<file path="config.mk">
export PLATFORM = sky130hd
export DESIGN_NAME = host_processor_bus_interface
export DESIGN_NICKNAME = d
export VERILOG_FILES = /design/src/verilog/host_processor_bus_interface.v /design/src/verilog/pullup_resolve.v
export VERILOG_INCLUDE_DIRS = /design/src /design/src/verilog
export SDC_FILE = /design/constraint.sdc
export NUM_CORES = 1
export LEC_CHECK = 0
export BUFFER_PORTS_ARGS = -buffer_cell sky130_fd_sc_hd__buf_2
export CORE_UTILIZATION = 35
export DETAILED_ROUTE_END_ITERATION = 10
export HOLD_SLACK_MARGIN = 0.1
export PLACE_DENSITY = 0.69
export SLEW_MARGIN = 20
export SYNTH_ARGS = -nofsm -noshare
export SYNTH_HDL_FRONTEND = slang
export SYNTH_SLANG_ARGS = --single-unit
</file>
<file path="constraint.sdc">
create_clock -name clk_sys_i -period 1.2 [get_ports clk_sys_i]
set_input_delay 0.36 -clock clk_sys_i [delete_from_list [all_inputs] [get_ports clk_sys_i]]
set_output_delay 0.36 -clock clk_sys_i [all_outputs]
set_load 0.005 [all_outputs]
</file>
<file path="src/verilog/host_port_defs.vh">
`ifndef HOST_PORT_DEFS_VH
`define HOST_PORT_DEFS_VH

// Register address width and field layout of the shared data lines
`define HP_ADDR_W        3
`define HP_DATA_W        8
`define HP_ADDR_LSB      0
`define HP_ADDR_MSB      2
`define HP_UPPER_LSB     3
`define HP_UPPER_MSB     7

// Reset values
`define HP_ADDR_RST      3'h0
`define HP_DATA_RST      8'h00

// Pull-up level of an undriven line
`define HP_PULL_LEVEL    1'b1
`define HP_PULL_BYTE     8'hff

// Host strobe styles
`define HP_STYLE_SEP     1'b0
`define HP_STYLE_DS      1'b1

// Access timing select levels
`define HP_TMG_FAST      1'b0
`define HP_TMG_NORMAL    1'b1

// Cycle states
`define HP_ST_IDLE       2'h0
`define HP_ST_READ       2'h1
`define HP_ST_WRITE      2'h2

`endif

</file>
<file path="src/verilog/host_processor_bus_interface.v">
`timescale 1ns/1ns
`include "host_port_defs.vh"

module host_processor_bus_interface
(
	// Clock and reset
	input  wire                    clk_sys_i,
	input  wire                    sys_rst_i,
	// Host address and control pins
	input  wire                    addr_bit0_or_mux_select_i,
	input  wire                    addr_bit1_i,
	input  wire                    addr_bit1_driven_i,
	input  wire                    addr_bit2_or_addr_latch_i,
	input  wire                    write_strobe_or_direction_i,
	input  wire                    read_or_data_strobe_i,
	input  wire                    chip_sel_n_i,
	input  wire                    hw_clear_n_i,
	input  wire                    access_timing_select_i,
	input  wire                    access_timing_driven_i,
	input  wire                    host_style_i,
	// Data pins, four signals each
	input  wire [`HP_DATA_W-1:0]   data_in_i,
	input  wire [`HP_DATA_W-1:0]   data_driven_i,
	output reg  [`HP_DATA_W-1:0]   data_out_o,
	output reg  [`HP_DATA_W-1:0]   data_oe_o,
	// Core side
	input  wire                    irq_pending_i,
	input  wire [`HP_DATA_W-1:0]   rd_data_i,
	output reg                     irq_out_n_o,
	output reg                     core_reset_o,
	output reg                     wr_pulse_o,
	output reg                     rd_pulse_o,
	output reg  [`HP_ADDR_W-1:0]   reg_addr_o,
	output reg  [`HP_DATA_W-1:0]   wr_data_o,
	output reg                     muxed_mode_o,
	output reg                     fast_timing_o
);

	wire [`HP_DATA_W-1:0] data_lvl;
	wire                  a1_lvl;
	wire                  tmg_lvl;

	// Pin levels after the internal pull-ups
	pullup_resolve #(.W(`HP_DATA_W)) u_data_pull
	(
		.line_i        (data_in_i),
		.line_driven_i (data_driven_i),
		.level_o       (data_lvl)
	);

	pullup_resolve #(.W(2)) u_ctl_pull
	(
		.line_i        ({addr_bit1_i, access_timing_select_i}),
		.line_driven_i ({addr_bit1_driven_i, access_timing_driven_i}),
		.level_o       ({a1_lvl, tmg_lvl})
	);

	reg [`HP_ADDR_W-1:0] latch_addr_r;
	reg [1:0]            state_r;
	reg [1:0]            state_nxt;
	reg                  rd_req;
	reg                  wr_req;
	reg                  in_reset;
	reg                  sep_wr;
	reg                  sep_rd;
	reg                  ds_wr;
	reg                  ds_rd;

	wire bus_mux_select_n = addr_bit0_or_mux_select_i;
	wire muxed            = (bus_mux_select_n == 1'b0);
	wire addr_latch       = addr_bit2_or_addr_latch_i;
	wire selected         = ~chip_sel_n_i;
	wire [`HP_ADDR_W-1:0] direct_addr =
		{addr_bit2_or_addr_latch_i, a1_lvl, addr_bit0_or_mux_select_i};
	wire [`HP_ADDR_W-1:0] cur_addr = muxed ? latch_addr_r : direct_addr;
	wire                  idle;
	wire                  start_wr;
	wire                  start_rd;
	wire                  latch_ok;

	assign idle     = (state_r == `HP_ST_IDLE);
	assign start_wr = idle & wr_req;
	assign start_rd = idle & rd_req & ~wr_req;
	// Latch only between cycles, so the address stays put through the strobe
	assign latch_ok = muxed & addr_latch & idle & ~wr_req & ~rd_req;

	// Either reset source holds the block
	always @*
	begin
		in_reset = sys_rst_i | ~hw_clear_n_i;
	end

	// Strobe decode for both host styles
	always @*
	begin
		sep_wr = selected & ~write_strobe_or_direction_i;
		sep_rd = selected & ~read_or_data_strobe_i & write_strobe_or_direction_i;
		ds_wr  = selected & ~read_or_data_strobe_i & ~write_strobe_or_direction_i;
		ds_rd  = selected & ~read_or_data_strobe_i & write_strobe_or_direction_i;
		if (host_style_i == `HP_STYLE_SEP)
		begin
			wr_req = sep_wr;
			rd_req = sep_rd;
		end
		else
		begin
			wr_req = ds_wr;
			rd_req = ds_rd;
		end
	end

	// Access state machine
	always @*
	begin
		case (state_r)
			`HP_ST_IDLE:
			begin
				if (wr_req)
					state_nxt = `HP_ST_WRITE;
				else if (rd_req)
					state_nxt = `HP_ST_READ;
				else
					state_nxt = `HP_ST_IDLE;
			end
			`HP_ST_READ:
				state_nxt = rd_req ? `HP_ST_READ : `HP_ST_IDLE;
			`HP_ST_WRITE:
				state_nxt = wr_req ? `HP_ST_WRITE : `HP_ST_IDLE;
			default:
				state_nxt = `HP_ST_IDLE;
		endcase
	end

	// Status outputs
	always @(posedge clk_sys_i)
	begin
		if (in_reset)
		begin
			core_reset_o  <= 1'b1;
			irq_out_n_o   <= 1'b1;
			muxed_mode_o  <= 1'b0;
			fast_timing_o <= 1'b0;
		end
		else
		begin
			core_reset_o  <= 1'b0;
			irq_out_n_o   <= ~irq_pending_i;
			muxed_mode_o  <= muxed;
			fast_timing_o <= (tmg_lvl == `HP_TMG_FAST) & ~muxed;
		end
	end

	// Access state
	always @(posedge clk_sys_i)
	begin
		if (in_reset)
			state_r <= `HP_ST_IDLE;
		else
			state_r <= state_nxt;
	end

	// Multiplexed address latch
	always @(posedge clk_sys_i)
	begin
		if (in_reset)
			latch_addr_r <= `HP_ADDR_RST;
		else if (latch_ok)
			latch_addr_r <= data_lvl[`HP_ADDR_MSB:`HP_ADDR_LSB];
	end

	// Access pulses, address and write data
	always @(posedge clk_sys_i)
	begin
		if (in_reset)
		begin
			wr_pulse_o <= 1'b0;
			rd_pulse_o <= 1'b0;
			reg_addr_o <= `HP_ADDR_RST;
			wr_data_o  <= `HP_DATA_RST;
		end
		else
		begin
			wr_pulse_o <= start_wr;
			rd_pulse_o <= start_rd;
			if (start_wr | start_rd)
				reg_addr_o <= cur_addr;
			if (start_wr)
				wr_data_o <= data_lvl;
		end
	end

	// Read data onto the pins while a read stands
	always @(posedge clk_sys_i)
	begin
		if (in_reset)
		begin
			data_out_o <= `HP_DATA_RST;
			data_oe_o  <= `HP_DATA_RST;
		end
		else if (state_nxt == `HP_ST_READ)
		begin
			data_out_o <= rd_data_i;
			data_oe_o  <= `HP_PULL_BYTE;
		end
		else
		begin
			data_out_o <= `HP_DATA_RST;
			data_oe_o  <= `HP_DATA_RST;
		end
	end

endmodule // host_processor_bus_interface

</file>
<file path="src/verilog/pullup_resolve.v">
`timescale 1ns/1ns
`include "host_port_defs.vh"

// Level seen on a line with an internal pull-up
module pullup_resolve
#(
	parameter W = 1
)
(
	// Line
	input  wire [W-1:0] line_i,
	input  wire [W-1:0] line_driven_i,
	// Resolved
	output wire [W-1:0] level_o
);

	genvar i;
	generate
		for (i = 0; i < W; i = i + 1)
		begin : g_bit
			assign level_o[i] = line_driven_i[i] ? line_i[i] : `HP_PULL_LEVEL;
		end
	endgenerate

endmodule // pullup_resolve
</file>
==> out/results.ini, run 1 <==
[power_and_ir_drop]
total_power_uw=2030
swShare_pct=24.3
power.leakage_uw=0.000876
powerDensity_nw_per_um2=1140
internal_power_uw=1540
seq_power_share_pct=52.5
power_frac_clock_pct=33.7
switching_power_uw=493
peakVddDrop_uv=706
comb_power_share_pct=13.8

[global_route]
grt_usage_pct=16.6
grt_pass1_vias=1022
grt_max_degree=13
grt_overflow_total=0
grt_pass1_wl_mm=4.38
grt_antenna_before_repair=0

[clock_tree]
h-tree-depth=2
cts_tree=yes
insertion_delay_ns=0.33
clk_path_buf_depth=2
cts-root-buf=clkbuf_4
clk_pin_slew_ns=0.10
cts_buffers=5
clock_sinks=31
holdBufCountCts=0
post_cts_buffers=0

[yosys]
async_flop_share_pct=0
synth-seq-cells=31
synth.cell_area_um2=1230
syn_nets=149
yosysSeqAreaShare_pct=50.3
ys.flop_type=dfxtp_1
ys_top_cells_by_area=dfxtp_1, buf_4, a21oi_1
synth.cells.most_frequent=dfxtp_1, a21oi_1, and2_1, buf_4, inv_1
synth_warnings=0
synthMostInstantiatedCell=dfxtp_1
yosysUniqueCellTypes=33
synth_edf_count=0
syn_inst=111
yosysTopAreaCell=dfxtp_1
avgSynthCellArea_um2=11.1
netlist.area_leader.share_pct=50.3

[floorplan]
die_h_um=61.4
design.die.area_um2=3770
die_w_um=61.4
rows=21
start_util_pct=36.7
coreArea_um2=3360
io_pins=71

[layout]
diodes=0
fin_area_um2=1780
drive_above_1_share_pct=59.6
nets=225
syn_to_final_growth_pct=44.4

[detailed_routing]
vias=1152
ant_nets=0
drcViolationCount=0
first_iter_violations=31
wl_per_cell_um=12.8
viasPerCell=4.92
drtPass1Iterations=4
drt_wl_total_mm=2.99

[timing]
report.final.slew_viol_count=0
hold_viol=0
max_clock_freq_mhz=805
rsz0062_at_grt=true
fin_ws_ns=-0.0417
fin_crit_ns=1.24
clock_skew_ns=0.0154
slew_headroom_pct=74.4
hold_slack_ns=0.174
worstMarginPinSlew_ns=0.382
fin_tns_setup_ns=-0.241
period_share_pct=103
setup_viol=12

[placed_design]
finalWeightedCongestion=0.813
dpl_cell_area_um2=1650
dp_slack_ns=-0.117
hpwl_mm=2.25
io_buffers=70

[hold_path]
min_path_cells=2
hp-start=access_timing_select_i
hold_path_class=in2reg
hold_end=fast_timing_o$_SDFF_PP0_

[setup_path]
critPathKind=reg2reg
critPathCaptureType=register
crit_path_max_fanout=8
start_kind=register
rr_worst_depth=3
worst_ep_arrival_time_ns=1.44
r2r-start=state_r[1]$_SDFF_PP0_
worstPathRequired_ns=1.40
cp-startpoint=state_r[1]$_SDFF_PP0_
r2r-end=wr_data_o[3]$_SDFFE_PP0P_
ff2ff_setup_slack_ns=-0.04

[run_status]
failed_checks=setup timing
status=complete, but fails checks

[job]
drv_cap=0

## power by group through the flow
stage	logic (uW)	registers [uW]	clock network (uW)
floorplan	137	1090	0
global placement	259	1090	0
detailed placement	269	1090	0
CTS	269	1070	710
global route	307	1070	753
finish	281	1060	683
## how the worst max path moves through the flow
| stage | endpoint | slack (ns) | cells past startpoint |
|---|---|---|---|
| after floorplan | wr_data_o[3]$_SDFFE_PP0P_ | -0.01 | 4 |
| after global placement | wr_data_o[3]$_SDFFE_PP0P_ | -0.09 | 4 |
| after detailed placement | reg_addr_o[0]$_SDFFE_PP0P_ | -0.12 | 4 |
| after CTS | wr_data_o[3]$_SDFFE_PP0P_ | -0.04 | 3 |
| after global routing | data_oe_o[6] | -0.07 | 1 |
| final | wr_data_o[3]$_SDFFE_PP0P_ | -0.04 | 3 |
## cells in the final DEF (no fill, tap or decap), types with 3 or more instances in the layout
master / Yosys / layout
a21oi_1: 11 / 10
and2_1: 8 / 8
nor3_1: 3 / 3
clkbuf_4: 0 / 5
a311oi_1: 5 / 5
o211a_1: 3 / 3
buf_4: 8 / 9
dfxtp_1: 31 / 23
dfxtp_4: 0 / 3
a311oi_2: 3 / 3
buf_6: 1 / 4
buf_2: 2 / 66
inv_1: 7 / 7
dfxtp_2: 0 / 5
## logic make-up after synthesis
| kind of cell | after synthesis | synth area share [%] |
|---|---|---|
| and+or+nand+nor | 27 | 18.8 |
| buffers and inverters | 19 | 9.23 |
| AOI/OAI and AO/OA | 33 | 20.9 |
| DFF | 31 | 50.3 |
| muxes | 1 | 0.811 |
## worst max-delay path, cell delays in order, from the launching register on
cell and delay (ns):
dfxtp_4 0.38, or3_4 0.44, nor2_8 0.17, a311oi_2 0.11
## timing repair
action                     4_1_cts  5_1_grt
gates resized for setup          3       16
pin swaps                        0        9
setup endpoints to repair       22       27
## through the flow
step	cells	utilization, %
final	234	53.0
after global routing	234	53.0
after CTS	234	51.2
after detailed placement	226	49.0
after global placement	226	49.0
after floorplan	111	-
## sequential cells by signal (all words and copies together), names as in the netlist, 2 cells and up
register / flops
data_out_o: 8
state_r: 2
latch_addr_r: 3
reg_addr_o: 3
wr_data_o: 8
## layer usage
layer / GRT usage [%] / vias up / routed length, um
li1: - / 545 / -
met1: 17.8 / 553 / 1190
met2: 27.6 / 44 / 1520
met3: 7.35 / 10 / 201
met4: 8.57 / 0 / 81
met5: 0 / - / 0
## layout make-up
cell class	count	area (um^2)
flip-flops and latches	31	638
clock buffers	8	68.8
fillers	339	1580
multi-input cells	61	522
inverters	8	32.5
repair buffers	80	463
well taps	46	57.6
Note: power is estimated with default switching activity, not from simulation.
==> inputs of run 2 (changes only) <==
- CORE_UTILIZATION: 35 -> 38
- PLACE_DENSITY: 0.69 -> 0.85
==> run 2 against run 1 <==
  * The flow still finishes with violations (setup timing)
  * Wire length shrank 2.2%
  * Sequential cell count is the same
  * Via count shrank 3.9%
==> out/results.ini, run 2 (synthesized netlist as in run 1, its figures left out) <==
[layout]
diodes=0
layout_common_cells=buf_2, dfxtp_1, a21oi_1, buf_4, and2_1
drive_above_1_share_pct=57.1
fillers=273
nets=226
fin_area_um2=1780
syn_to_final_growth_pct=44.1
final_common_cell=buf_2
top_regs=data_out_o x8, wr_data_o x8

[detailed_routing]
drt_wl_total_mm=2.92
vias=1107
first_iter_violations=33
drcViolationCount=0
viasPerCell=4.75
ant_nets=0
drtPass1Iterations=6
wl_per_cell_um=12.5

[timing]
fin_ws_ns=-0.0272
period_share_pct=102
setup_viol=13
report.final.slew_viol_count=0
fin_crit_ns=1.23
worstMarginPinSlew_ns=0.386
slew_headroom_pct=74.1
hold_slack_ns=0.176
max_clock_freq_mhz=815
rsz0062_at_grt=true
hold_viol=0
clock_skew_ns=0.00350

[floorplan]
rows=20
design.die.area_um2=3480
start_util_pct=40.1
die_w_um=59.0
coreArea_um2=3080
io_pins=71
die_h_um=59.0

[global_route]
gr-usage-met3_pct=7.86
grt_overflow_total=0
top_usage_layer=met2
grt_max_degree=13
grt_pass1_wl_mm=4.22
met1_usage_pct=18.3
use_met2_pct=27.6
grt_antenna_before_repair=0
grt_usage_pct=16.8
grt_pass1_vias=966

[clock_tree]
h-tree-depth=2
clock_sinks=31
clk_path_buf_depth=2
cts-root-buf=clkbuf_4
cts_buffers=5
clk_pin_slew_ns=0.09
insertion_delay_ns=0.33
cts_tree=yes

[placed_design]
dpl_cell_area_um2=1650
hpwl_mm=2.20
io_buffers=70
finalWeightedCongestion=0.786

[hold_path]
hold_end=irq_out_n_o$_SDFF_PP1_
min_path_cells=2
hp-start=irq_pending_i
hold_path_class=in2reg

[setup_path]
cpMaxStageDelayCell=or3_4
crit_family=simple AND/OR/NAND/NOR gates
worstPathCellList=or3_4 -> nor2_8 -> a311oi_2
r2r-start=state_r[1]$_SDFF_PP0_
worstSetupPathDepth=3
cp_slowest_stage_delay_ns=0.44
crit_path_max_fanout=8
r2r-end=wr_data_o[7]$_SDFFE_PP0P_
worstPathRequired_ns=1.41
start_kind=register
rr_worst_depth=3
path_buf_inv=0
critPathCaptureType=register
worst_ep_arrival_time_ns=1.44
ff2ff_setup_slack_ns=-0.03
critPathKind=reg2reg

[power_and_ir_drop]
power.leakage_uw=0.000890
peakVddDrop_uv=383
powerDensity_nw_per_um2=1140

[run_status]
status=complete, but fails checks
failed_checks=setup timing

[job]
drv_cap=0

[run 2: cell types whose count changed in the layout (fill, tap and decap cells not counted), sizes merged]
cell / change
buf: +1
[run 2: cell type report]
type                       count  area [um^2]  area share (%)
multi-input combinational     61          518            29.1
timing repair buffer          81          470            26.5
inverter                       8         32.5            1.83
clock buffer                   8         68.8            3.87
sequential                    31          633            35.6
tap                           44         55.1            3.10
[run 2: per-layer routing]
| layer | routed length (um) | share of wire [%] | up-vias |
|---|---|---|---|
| met3 | 259 | 8.9 | 6 |
| li1 | - | - | 554 |
| met4 | 45 | 1.5 | 0 |
| met2 | 1490 | 51 | 50 |
| met5 | 0 | 0 | - |
| met1 | 1130 | 39 | 497 |
[run 2: worst max-delay path by stage]
stage,start,endpoint,slack (ns)
2_1_floorplan,chip_sel_n_i,wr_data_o[3]$_SDFFE_PP0P_,-0.01
3_3_place_gp,chip_sel_n_i,reg_addr_o[0]$_SDFFE_PP0P_,-0.1
3_5_place_dp,chip_sel_n_i,wr_data_o[7]$_SDFFE_PP0P_,-0.11
4_1_cts,state_r[1]$_SDFF_PP0_,wr_data_o[7]$_SDFFE_PP0P_,-0.01
5_1_grt,state_r[1]$_SDFF_PP0_,wr_data_o[6]$_SDFFE_PP0P_,-0.06
6_report,state_r[1]$_SDFF_PP0_,wr_data_o[7]$_SDFFE_PP0P_,-0.03
[run 2: where the power goes]
part           total, uW  internal, uW  switching, uW  leakage, uW
logic                279           143            136     0.000597
clock network        683           344            339    0.0000386
registers           1060          1050           14.4     0.000255
[run 2: stage by stage]
stage / utilization [%] / setup slack, ns / total power [uW] / setup TNS [ns] / instances
finish: 57.8 / -0.0272 / 2030 / -0.115 / 233
global placement: 53.7 / -0.0979 / 1350 / -1.35 / 225
CTS: 56.1 / -0.0133 / 2030 / -0.0172 / 233
floorplan: - / -0.0115 / 1230 / -0.0519 / 111
global route: 57.8 / -0.0618 / 2110 / -0.937 / 233
detailed placement: 53.7 / -0.112 / 1360 / -1.72 / 225
[run 2: repair_timing]
item,4_1_cts,5_1_grt
gates resized for setup,4,10
setup buffers,0,0
pin swaps,0,4
hold buffers,0,0
setup endpoints to repair,20,23
[run 2: worst register-to-register path: cells and delay by family (launching register included)]
kind	cells	cell delay [ns]
flops	1	0.38
simple gates	2	0.61
compound gates	1	0.12
==> inputs of run 3 (changes only) <==
- BUFFER_PORTS_ARGS: -buffer_cell sky130_fd_sc_hd__buf_2 -> -buffer_cell sky130_fd_sc_hd__clkbuf_2
==> run 3 against run 2 <==
  * Utilization shrank 0.37 points
  * Cell area shrank 0.63%
  * Critical path type unchanged
  * The flow still finishes with violations (setup timing)
  * Die area unchanged
  * Sequential cell count did not move
  * Sequential power hardly changed
  * Critical endpoint is now wr_data_o[2]$_SDFFE_PP0P_
==> out/results.ini, run 3 (synthesized netlist as in run 1, its figures left out) <==
[timing]
fin_crit_ns=1.24
max_clock_freq_mhz=809
fin_ws_ns=-0.0358
worstMarginPinSlew_ns=0.344
fin_tns_setup_ns=-0.210
slew_headroom_pct=76.9
rsz0062_at_grt=true
period_share_pct=103
clock_skew_ns=0.00417
hold_viol=0
setup_viol=13
report.final.slew_viol_count=0

[detailed_routing]
drcViolationCount=0
wl_per_cell_um=12.3
ant_nets=0
first_iter_violations=38
drt_wl_total_mm=2.87
drtPass1Iterations=4
vias=1132
viasPerCell=4.86

[power_and_ir_drop]
power.leakage_uw=0.000866
powerDensity_nw_per_um2=1100
peakVddDrop_uv=523

[clock_tree]
cts_tree=yes
insertion_delay_ns=0.33
clk_pin_slew_ns=0.09
h-tree-depth=2
cts-root-buf=clkbuf_4
clk_path_buf_depth=2
cts_buffers=5
clock_sinks=31

[job]
drv_cap=0

[layout]
fillers=283
top_regs=data_out_o x8, wr_data_o x8
layout_common_cells=clkbuf_2, dfxtp_1, a21oi_1, buf_4, and2_1
syn_to_final_growth_pct=43.2
nets=227
final_common_cell=clkbuf_2
diodes=0
drive_above_1_share_pct=57.1

[setup_path]
worst_ep_arrival_time_ns=1.44
critPathKind=reg2reg
critPathCaptureType=register
worstPathCellList=or3_4 -> nor2_8 -> a311oi_2
start_kind=register
crit_path_max_fanout=8
worstPathRequired_ns=1.41
cp_slowest_stage_delay_ns=0.44
path_buf_inv=0
cpMaxStageDelayCell=or3_4
crit_family=simple AND/OR/NAND/NOR gates

[floorplan]
die_w_um=59.0
coreArea_um2=3080
die_h_um=59.0
design.die.area_um2=3480
io_pins=71
start_util_pct=40.1
rows=20

[run_status]
failed_checks=setup timing
status=complete, but fails checks

[global_route]
grt_max_degree=13
grt_pass1_vias=946
grt_overflow_total=0
grt_pass1_wl_mm=4.24
grt_antenna_before_repair=0
grt_usage_pct=17.3

[placed_design]
dp_slack_ns=-0.0955
finalWeightedCongestion=0.777
hpwl_mm=2.20
io_buffers=70

[hold_path]
hold_path_class=in2reg

==> run 3: report_power, final <==
group	switching, uW	internal (uW)	total, uW
combinational	135	144	279
sequential	15.4	1050	1060
clock	327	271	598
==> run 3: routing by layer <==
metal	wire [um]	track usage, %	up-vias
met4	68	8.84	0
met3	237	7.86	8
met5	0	0	-
met1	1110	18.0	513
met2	1450	29.2	57
li1	-	-	554
==> run 3: worst paths after layout <==
| check | startpoint | to | slack (ns) | cells past startpoint |
|---|---|---|---|---|
| setup / recovery | state_r[1]$_SDFF_PP0_ | wr_data_o[2]$_SDFFE_PP0P_ | -0.04 | 3 |
| hold / removal | irq_pending_i | irq_out_n_o$_SDFF_PP1_ | 0.17 | 2 |
| setup reg to reg | state_r[1]$_SDFF_PP0_ | wr_data_o[2]$_SDFFE_PP0P_ | -0.04 | 3 |
| hold reg to reg | reg_addr_o[1]$_SDFFE_PP0P_ | reg_addr_o[1]$_SDFFE_PP0P_ | 0.49 | 2 |
==> run 3: repair_timing <==
item | CTS | global route
hold buffers | 0 | 0
buffers inserted | 0 | 0
endpoints found under the setup margin | 21 | 22
gates resized for setup | 5 | 9
hold endpoints to repair | 0 | 0
pin swaps | 2 | 7
==> run 3: final cells by class <==
class	count	area, um^2	area share, %
sequential	31	633	35.8
multi-input combinational	61	512	29.0
timing repair buffer	82	478	27.1
tap	44	55.1	3.12
clock buffer	6	51.3	2.90
inverter	8	32.5	1.84
clock inverter	1	5.00	0.283
==> run 3: through the flow <==
step,std cells,hold WS (ns),cell area (um^2),utilization (%),total power [uW]
after floorplan,111,0.422,1250,-,1230
after global placement,226,0.487,1660,53.9,1360
after detailed placement,226,0.483,1660,53.9,1360
after CTS,233,0.158,1730,56.1,1960
after global routing,233,0.155,1770,57.4,2050
final,233,0.174,1770,57.4,1940
